--- config.mk ---
export PLATFORM = sky130hd
export DESIGN_NAME = core_exec
export DESIGN_NICKNAME = d
export VERILOG_FILES = /design/src/core_pkg.sv /design/src/core_exec.sv /design/src/reg_bank.sv
export SDC_FILE = /design/constraint.sdc
export NUM_CORES = 1
export LEC_CHECK = 0
export ABC_CLOCK_PERIOD_IN_PS = 13300
export BUFFER_PORTS_ARGS = -buffer_cell sky130_fd_sc_hd__buf_2
export CAP_MARGIN = 25
export CORE_UTILIZATION = 25
export CTS_BUF_LIST = sky130_fd_sc_hd__clkbuf_8 sky130_fd_sc_hd__clkbuf_16
export CTS_CLUSTER_DIAMETER = 60
export DETAILED_ROUTE_END_ITERATION = 10
export SLEW_MARGIN = 25
export SYNTH_ARGS = -nofsm -noshare
export SYNTH_HDL_FRONTEND = slang
export SYNTH_SLANG_ARGS = --single-unit
--- constraint.sdc ---
create_clock -name clk_sys_in -period 13.3 [get_ports clk_sys_in]
set_input_delay 0 -clock clk_sys_in [delete_from_list [all_inputs] [get_ports clk_sys_in]]
set_output_delay 0 -clock clk_sys_in [all_outputs]
set_load 0.01 [all_outputs]
--- src/core_pkg.sv ---
// Purpose: shared constants for the 8-bit instruction core
// Assumes: 18-bit instruction word, 10-bit program address
// Notes:   opcode layout is internal to this core
package core_pkg;
	localparam int DATA_W   = 8;
	localparam int ADDR_W   = 10;
	localparam int INSTR_W  = 18;
	localparam int REG_AW   = 4;
	localparam int SCR_AW   = 6;
	localparam int STACK_AW = 5;
	// field positions inside an instruction word
	localparam int OP_HI    = 17;
	localparam int OP_LO    = 12;
	localparam int RX_HI    = 11;
	localparam int RX_LO    = 8;
	localparam int RY_HI    = 7;
	localparam int RY_LO    = 4;
	localparam int IMM_HI   = 7;
	localparam int COND_HI  = 11;
	localparam int COND_LO  = 10;
	typedef logic [OP_HI-OP_LO:0] opcode_t;
	localparam opcode_t OP_ADD_K   = 6'h00;
	localparam opcode_t OP_ADD_R   = 6'h01;
	localparam opcode_t OP_ADD_WITH_CARRY_ALT_OP_K  = 6'h02;
	localparam opcode_t OP_ADD_WITH_CARRY_ALT_OP_R  = 6'h03;
	localparam opcode_t OP_AND_K   = 6'h04;
	localparam opcode_t OP_AND_R   = 6'h05;
	localparam opcode_t OP_CALL    = 6'h06;
	localparam opcode_t OP_CMP_K   = 6'h07;
	localparam opcode_t OP_CMP_R   = 6'h08;
	localparam opcode_t OP_IRQ_DIS = 6'h09;
	localparam opcode_t OP_IRQ_EN  = 6'h0a;
	localparam opcode_t OP_FETCH_R = 6'h0b;
	localparam opcode_t OP_FETCH_K = 6'h0c;
	localparam opcode_t OP_IN_R    = 6'h0d;
	localparam opcode_t OP_IN_K    = 6'h0e;
	localparam opcode_t OP_JUMP    = 6'h0f;
	localparam opcode_t OP_LOAD_K  = 6'h10;
	localparam opcode_t OP_LOAD_R  = 6'h11;
	localparam opcode_t OP_CALL_C  = 6'h12;
	localparam opcode_t OP_JUMP_C  = 6'h13;
	typedef logic [1:0] cond_t;
	localparam cond_t COND_Z  = 2'h0;
	localparam cond_t COND_NZ = 2'h1;
	localparam cond_t COND_C  = 2'h2;
	localparam cond_t COND_NC = 2'h3;
	localparam logic [ADDR_W-1:0]   PC_RESET  = 10'h000;
	localparam logic [ADDR_W-1:0]   IRQ_VEC   = 10'h3ff;
	localparam logic [DATA_W-1:0]   BYTE_ZERO = 8'h00;
	localparam logic [STACK_AW-1:0] SP_RESET  = 5'h00;
	localparam logic [STACK_AW-1:0] SP_STEP   = 5'h01;
	localparam logic [ADDR_W-1:0]   PC_STEP   = 10'h001;
	localparam int STACK_DEPTH = 31;
	typedef enum logic [3:0] {
		S_ONE  = 4'h1,
		S_TWO  = 4'h2,
		S_IRQ1 = 4'h4,
		S_IRQ2 = 4'h8
	} phase_t;
endpackage : core_pkg

--- src/core_exec.sv ---
// Purpose: two-cycle execute core for add through load instructions
// Assumes: program memory answers pc_out combinationally
// Notes:   opcodes outside this set execute as no-ops
// Summary of operation
// - add writes eight-bit sum, updates both flags
// - add with carry includes carry flag input
// - and stores result, carry forced to zero
// - call pushes pc, loads target address
// - conditional call only when condition holds
// - compare sets flags, writes no register
// - fetch loads register from scratchpad location
// - input drives port address, loads input data
// - port address set at end of fetch, held until next input
// - read strobe in second cycle, data sampled
// - interrupt ignored while enable flag clear
// - jump loads target, stack and flags kept
// - conditional jump only when condition holds
// - load copies immediate or register, flags kept
`timescale 1ns/1ps
`default_nettype none
module core_exec
	import core_pkg::*;
(
	input  wire logic                clk_sys_in,
	input  wire logic                rst_b_in,
	input  wire logic [INSTR_W-1:0]  instr_in,
	input  wire logic [DATA_W-1:0]   in_port_in,
	input  wire logic                interrupt_in,
	output logic      [ADDR_W-1:0]   pc_out,
	output logic      [DATA_W-1:0]   port_address_out,
	output logic                     read_strobe_out,
	output logic                     interrupt_ack_out,
	output logic                     zero_out,
	output logic                     carry_out,
	output logic                     irq_enable_out,
	output logic                     saved_zero_out,
	output logic                     saved_carry_out
);
	phase_t                 state, next_state;
	logic [INSTR_W-1:0]     instr_q, next_instr_q;
	logic [ADDR_W-1:0]      next_pc;
	logic [DATA_W-1:0]      next_port;
	logic                   next_rd, next_ack;
	logic                   next_zero, next_carry, next_ie;
	logic                   next_szero, next_scarry;
	logic [STACK_AW-1:0]    sp, next_sp;
	logic                   irq_meta, irq_sync;
	logic                   rf_we;
	logic [DATA_W-1:0]      rf_wdata;
	logic [DATA_W-1:0]      ra, rb;
	logic                   stk_we;
	logic [ADDR_W-1:0]      stk_wdata;
	logic [ADDR_W-1:0]      stack [0:STACK_DEPTH-1];
	logic [DATA_W-1:0]      scratch [0:(1<<SCR_AW)-1];

	opcode_t                op;
	logic [DATA_W-1:0]      imm, opnd;
	logic [ADDR_W-1:0]      target;
	logic [SCR_AW-1:0]      scr_addr;
	logic [DATA_W:0]        sum;
	logic                   cond_ok;
	logic                   take_irq;
	logic                   reg_form;
	logic [REG_AW-1:0]      rb_addr;

	assign op       = instr_q[OP_HI:OP_LO];
	assign imm      = instr_q[IMM_HI:0];
	assign target   = instr_q[ADDR_W-1:0];
	// register forms take the second register, the rest the immediate
	assign reg_form = (op == OP_ADD_R) || (op == OP_ADD_WITH_CARRY_ALT_OP_R)
	               || (op == OP_AND_R) || (op == OP_CMP_R)
	               || (op == OP_LOAD_R);
	assign opnd     = reg_form ? rb : imm;
	// port b follows the incoming word during fetch, so an input
	// instruction can latch its port address from a register
	assign rb_addr  = (state == S_ONE) ? instr_in[RY_HI:RY_LO]
	                                   : instr_q[RY_HI:RY_LO];
	assign scr_addr = (op == OP_FETCH_R) ? rb[SCR_AW-1:0]
	                                     : imm[SCR_AW-1:0];

	reg_bank reg_bank_inst (
		.clk_sys_in  (clk_sys_in),
		.we_in       (rf_we),
		.waddr_in    (instr_q[RX_HI:RX_LO]),
		.wdata_in    (rf_wdata),
		.raddr_a_in  (instr_q[RX_HI:RX_LO]),
		.raddr_b_in  (rb_addr),
		.rdata_a_out (ra),
		.rdata_b_out (rb)
	);

	// carry-in only joins the sum for the add-with-carry pair
	always_comb
	begin
		sum = {1'b0, ra} + {1'b0, opnd};
		if (op == OP_ADD_WITH_CARRY_ALT_OP_K || op == OP_ADD_WITH_CARRY_ALT_OP_R)
		begin
			sum = {1'b0, ra} + {1'b0, opnd}
			    + {{DATA_W{1'b0}}, carry_out};
		end
		unique case (cond_t'(instr_q[COND_HI:COND_LO]))
			COND_Z:  cond_ok = zero_out;
			COND_NZ: cond_ok = !zero_out;
			COND_C:  cond_ok = carry_out;
			COND_NC: cond_ok = !carry_out;
		endcase
	end

	always_comb
	begin
		next_state   = state;
		next_instr_q = instr_q;
		next_pc      = pc_out;
		next_port    = port_address_out;
		next_rd      = 1'b0;
		next_ack     = 1'b0;
		next_zero    = zero_out;
		next_carry   = carry_out;
		next_ie      = irq_enable_out;
		next_szero   = saved_zero_out;
		next_scarry  = saved_carry_out;
		next_sp      = sp;
		rf_we        = 1'b0;
		rf_wdata     = sum[DATA_W-1:0];
		stk_we       = 1'b0;
		stk_wdata    = pc_out;
		take_irq     = 1'b0;
		unique case (state)
			S_ONE:
			begin
				next_instr_q = instr_in;
				next_state   = S_TWO;
				if (instr_in[OP_HI:OP_LO] == OP_IN_R ||
				    instr_in[OP_HI:OP_LO] == OP_IN_K)
				begin
					// address set now stays through execute and beyond
					next_rd = 1'b1;
					next_port = (instr_in[OP_HI:OP_LO] == OP_IN_R)
					    ? rb
					    : instr_in[IMM_HI:0];
				end
			end
			S_TWO:
			begin
				next_pc    = pc_out + PC_STEP;
				next_state = S_ONE;
				unique case (op)
					OP_ADD_K, OP_ADD_R, OP_ADD_WITH_CARRY_ALT_OP_K, OP_ADD_WITH_CARRY_ALT_OP_R:
					begin
						rf_we      = 1'b1;
						next_zero  = (sum[DATA_W-1:0] == BYTE_ZERO);
						next_carry = sum[DATA_W];
					end
					OP_AND_K, OP_AND_R:
					begin
						rf_we      = 1'b1;
						rf_wdata   = ra & opnd;
						next_zero  = ((ra & opnd) == BYTE_ZERO);
						next_carry = 1'b0;
					end
					OP_CMP_K, OP_CMP_R:
					begin
						next_zero  = (ra == opnd);
						next_carry = (ra < opnd);
					end
					OP_CALL, OP_CALL_C:
					begin
						if (op == OP_CALL || cond_ok)
						begin
							stk_we  = 1'b1;
							next_sp = sp + SP_STEP;
							next_pc = target;
						end
					end
					OP_JUMP, OP_JUMP_C:
					begin
						if (op == OP_JUMP || cond_ok)
						begin
							next_pc = target;
						end
					end
					OP_IRQ_EN:  next_ie = 1'b1;
					OP_IRQ_DIS: next_ie = 1'b0;
					OP_FETCH_R, OP_FETCH_K:
					begin
						rf_we    = 1'b1;
						rf_wdata = scratch[scr_addr];
					end
					OP_IN_R, OP_IN_K:
					begin
						rf_we    = 1'b1;
						rf_wdata = in_port_in;
					end
					OP_LOAD_K, OP_LOAD_R:
					begin
						rf_we    = 1'b1;
						rf_wdata = opnd;
					end
					default:
					begin
						rf_we = 1'b0;
					end
				endcase
				// a two-cycle request always spans one instruction end
				take_irq = next_ie && irq_sync;
				if (take_irq)
				begin
					next_state = S_IRQ1;
				end
			end
			S_IRQ1:
			begin
				next_szero  = zero_out;
				next_scarry = carry_out;
				next_ie     = 1'b0;
				stk_we      = 1'b1;
				next_sp     = sp + SP_STEP;
				next_pc     = IRQ_VEC;
				next_ack    = 1'b1;
				next_state  = S_IRQ2;
			end
			S_IRQ2:
			begin
				next_state = S_ONE;
			end
		endcase
		// stack wraps instead of overflowing, as the core cannot trap
		if (next_sp == STACK_AW'(STACK_DEPTH))
		begin
			next_sp = SP_RESET;
		end
	end

	always_ff @(posedge clk_sys_in)
	begin
		irq_meta <= interrupt_in;
		irq_sync <= irq_meta;
		if (stk_we)
		begin
			stack[sp] <= stk_wdata;
		end
		if (!rst_b_in)
		begin
			state             <= S_ONE;
			instr_q           <= '0;
			pc_out            <= PC_RESET;
			port_address_out  <= BYTE_ZERO;
			read_strobe_out   <= 1'b0;
			interrupt_ack_out <= 1'b0;
			zero_out          <= 1'b0;
			carry_out         <= 1'b0;
			irq_enable_out    <= 1'b0;
			saved_zero_out    <= 1'b0;
			saved_carry_out   <= 1'b0;
			sp                <= SP_RESET;
		end
		else
		begin
			state             <= next_state;
			instr_q           <= next_instr_q;
			pc_out            <= next_pc;
			port_address_out  <= next_port;
			read_strobe_out   <= next_rd;
			interrupt_ack_out <= next_ack;
			zero_out          <= next_zero;
			carry_out         <= next_carry;
			irq_enable_out    <= next_ie;
			saved_zero_out    <= next_szero;
			saved_carry_out   <= next_scarry;
			sp                <= next_sp;
		end
	end

	// scratchpad is only cleared to zero at start; nothing in this project writes it
	initial
	begin
		for (int i = 0; i < (1<<SCR_AW); i++)
		begin
			scratch[i] = BYTE_ZERO;
		end
	end
endmodule : core_exec
`default_nettype wire

--- src/reg_bank.sv ---
// Purpose: sixteen general registers, two read ports, one write port
// Assumes: write on rising edge when write enable high
// Notes:   reads are combinational so execute sees fresh operands
`timescale 1ns/1ps
`default_nettype none
module reg_bank
	import core_pkg::*;
(
	input  wire logic                clk_sys_in,
	input  wire logic                we_in,
	input  wire logic [REG_AW-1:0]   waddr_in,
	input  wire logic [DATA_W-1:0]   wdata_in,
	input  wire logic [REG_AW-1:0]   raddr_a_in,
	input  wire logic [REG_AW-1:0]   raddr_b_in,
	output logic      [DATA_W-1:0]   rdata_a_out,
	output logic      [DATA_W-1:0]   rdata_b_out
);
	logic [DATA_W-1:0] regs [0:(1<<REG_AW)-1];

	always_ff @(posedge clk_sys_in)
	begin
		if (we_in)
		begin
			regs[waddr_in] <= wdata_in;
		end
	end

	assign rdata_a_out = regs[raddr_a_in];
	assign rdata_b_out = regs[raddr_b_in];
endmodule : reg_bank
`default_nettype wire
==> reports/results.ini <==
[yosys]
synth_top_flop_cell=edfxtp_1
ys.warnings.count=0
syn-instance-count=885
synthArstFlopShare=0
syn-num-nets=934
netlist_area_um2=9870
synth-edff-count=128
synth_seq_cells=180
syn_area_per_cell_um2=11.2
synth.distinct_cells=73
yosysSeqAreaShare=0.495

[cts]
clk_root_buffer_cell=clkbuf_16
cts_htree_levels=4
cts_sinks=180
cts_tree=yes
cts_made_buffers=17
clock_latency_ps=440
path_clk_slew_ps=80
clk_path_buf_depth=2
post_cts_buffers=0
cts_resized=0
ctsHoldBuffers=16

[worst_hold_path]
hold_path_class=input port to flip-flop

[timing]
relSlewSlack=0.296
finalSetupViolCount=0
fmax_mhz=159
fin_crit_sh=0.474
layout_setup_ws_ps=7000
timing.hold.ws_ps=77.2
tightest_slew_ps=1050
final_max_slew_viol_count=0
fin_skew_ps=17.3
fin_setup_tns_ps=0
hold_viol=0
rsz0062_at_grt=false
min_period_ps=6300

[floorplanning]
die_h_um=201
die_w_um=201
initial_core_util=0.254
coreArea_um2=38800
num_rows=72
top_level_ports=54
dieArea_um2=40300

[global_route]
grt_pass1_wl_um=46300
grt_pass1_vias=7505
grt.overflow.total=0
grt_use_total=0.151
antenna_found_initial=0
grt_max_degree=33

[setup_path]
worst-path-max-fanout=28
cp_slowest_cell=mux2_2
cp_slowest_stage_delay_ps=740
cp.required_ps=13450
path_cells=or4b_1, buf_4, mux2_2, mux4_2, nand2_1, nand3_1, o31ai_1, a21oi_1, ha_1, fa_1, xor2_1, nand4_1, nor3_1, nand3b_1, xor2_1, a221o_1
crit_arrival_ps=6450
cp-end-kind=flip-flop
critical_path_class=flip-flop to flip-flop
start_kind=flip-flop
crit_top_cell=xor2_1

[drt]
num_vias=7621
vias_per_cell=5.22
final_antenna_net_count=0
avgRoutedWirePerCell_um=20.6
drc=0
dr.pass1.iters=5
drtIter0Drc=824
wl_um=30100

[finish]
drive_gt1_frac=0.189
syn_to_final_growth_pct=15.6
fillers=3950
final_common_cell=nand2_1
instances_no_fill=1461
final_cell_mix=nand2_1 (131), edfxtp_1 (128), nor2_1 (60)
finalNetCount=979
antenna_cells=0

[pwr]
leakage_nw=3.92
vdd_drop_max_v=0.000101
powerDensity_nw_per_um2=138

[status]
outcome=finished clean

[placed_design]
dp_hpwl_um=21200
io_buffers=53
place_congestion=0.903
post-place-ws_ps=6950
dp_cells=1412

[run]
max_cap_viol_count=0

## layout make-up
class / instances / area, um^2 / area share
flip-flops and latches: 180 / 4890 / 0.428
multi-input cells: 632 / 4700 / 0.412
well taps: 518 / 648 / 0.0568
repair buffers: 88 / 568 / 0.0498
clock buffers: 17 / 425 / 0.0373
clock inverters: 15 / 143 / 0.0125
inverters: 11 / 41.3 / 0.00362
## metal layers
metal  GRT usage  up-vias  part of all wire
met5           0        -                 0
met1       0.197     3807              0.42
li1            -     3444                 -
met4      0.0444        0             0.023
met3      0.0338       57             0.071
met2       0.249      313              0.48
## cell families (layout without fill, tap and decap cells)
kind of cell,Yosys count,after routing,synth area share
compound gates,178,178,0.122
xor+xnor,24,24,0.0213
fa+ha+maj,20,20,0.0261
buf+inv,73,131,0.0329
flops,180,180,0.495
mux,88,88,0.149
simple gates,322,322,0.154
## flip-flops by register name (all words and copies together), names as in the netlist, named ones only
signal              cells
irq_sync                1
interrupt_ack_out       1
read_strobe_out         1
zero_out                1
saved_zero_out          1
instr_q                18
reg_bank_inst.regs    128
state                   3
saved_carry_out         1
port_address_out        8
irq_meta                1
pc_out                 10
irq_enable_out          1
carry_out               1
## cell usage after synthesis, types with 3 or more instances
cell,instances,area share
nor2b_1,11,0.0070
ha_1,19,0.024
nor3_1,21,0.011
a21oi_1,39,0.020
xor2_1,16,0.014
a31oi_1,26,0.016
nand4_1,3,0.0019
buf_1,6,0.0023
inv_1,10,0.0038
mux2i_1,30,0.030
buf_4,3,0.0023
o31ai_1,6,0.0046
mux4_2,43,0.098
xnor2_1,8,0.0071
nor2_1,61,0.023
mux2_2,11,0.013
o21a_1,7,0.0053
a221oi_1,3,0.0027
o31a_1,4,0.0035
buf_2,14,0.0071
a311oi_1,3,0.0027
clkbuf_1,36,0.014
a22oi_1,8,0.0061
nand2b_1,11,0.0070
a311o_1,5,0.0051
nor4b_1,5,0.0044
o21ai_0,38,0.019
nand3_1,38,0.019
nor4_1,3,0.0019
edfxtp_1,128,0.39
a32oi_1,5,0.0044
dfxtp_1,52,0.11
a22o_1,11,0.0098
buf_6,3,0.0034
and3_1,11,0.0070
and2_1,5,0.0032
nand2_1,131,0.050
nand3b_1,5,0.0038
nor3b_1,5,0.0038
## through the flow
stage	area (um^2)	power [mW]	utilization
global route	11400	1.64	0.294
detailed placement	10700	1.09	0.275
finish	11400	1.58	0.294
CTS	11400	1.58	0.294
floorplan	9870	0.966	-
global placement	10700	1.08	0.275
## critical path, delay by kind of cell (launching register included)
kind	cells	cell delay, ps
compound gates	3	990
fa+ha+maj	2	770
xor+xnor	2	750
flops	1	380
simple gates	6	1660
buf+inv	1	260
mux	2	1140
## path summary, 6_finish.rpt
path / from / slack (ps) / cells after the start / to
worst min-delay path: instr_in[7] / 80 / 4 / port_address_out[7]
worst max register to register: state[1] / 7000 / 16 / reg_bank_inst.regs[12][7]
worst min register to register: irq_meta / 350 / 0 / irq_sync
worst max-delay path: state[1] / 7000 / 16 / reg_bank_inst.regs[12][7]
## power breakdown
group          switching [mW]  internal, mW  leakage (nW)  total (mW)
Combinational           0.251         0.134          2.06       0.385
Sequential             0.0232         0.682          1.58       0.706
Clock                   0.241         0.248         0.283       0.489
Power figures use the tool's default switching activity.
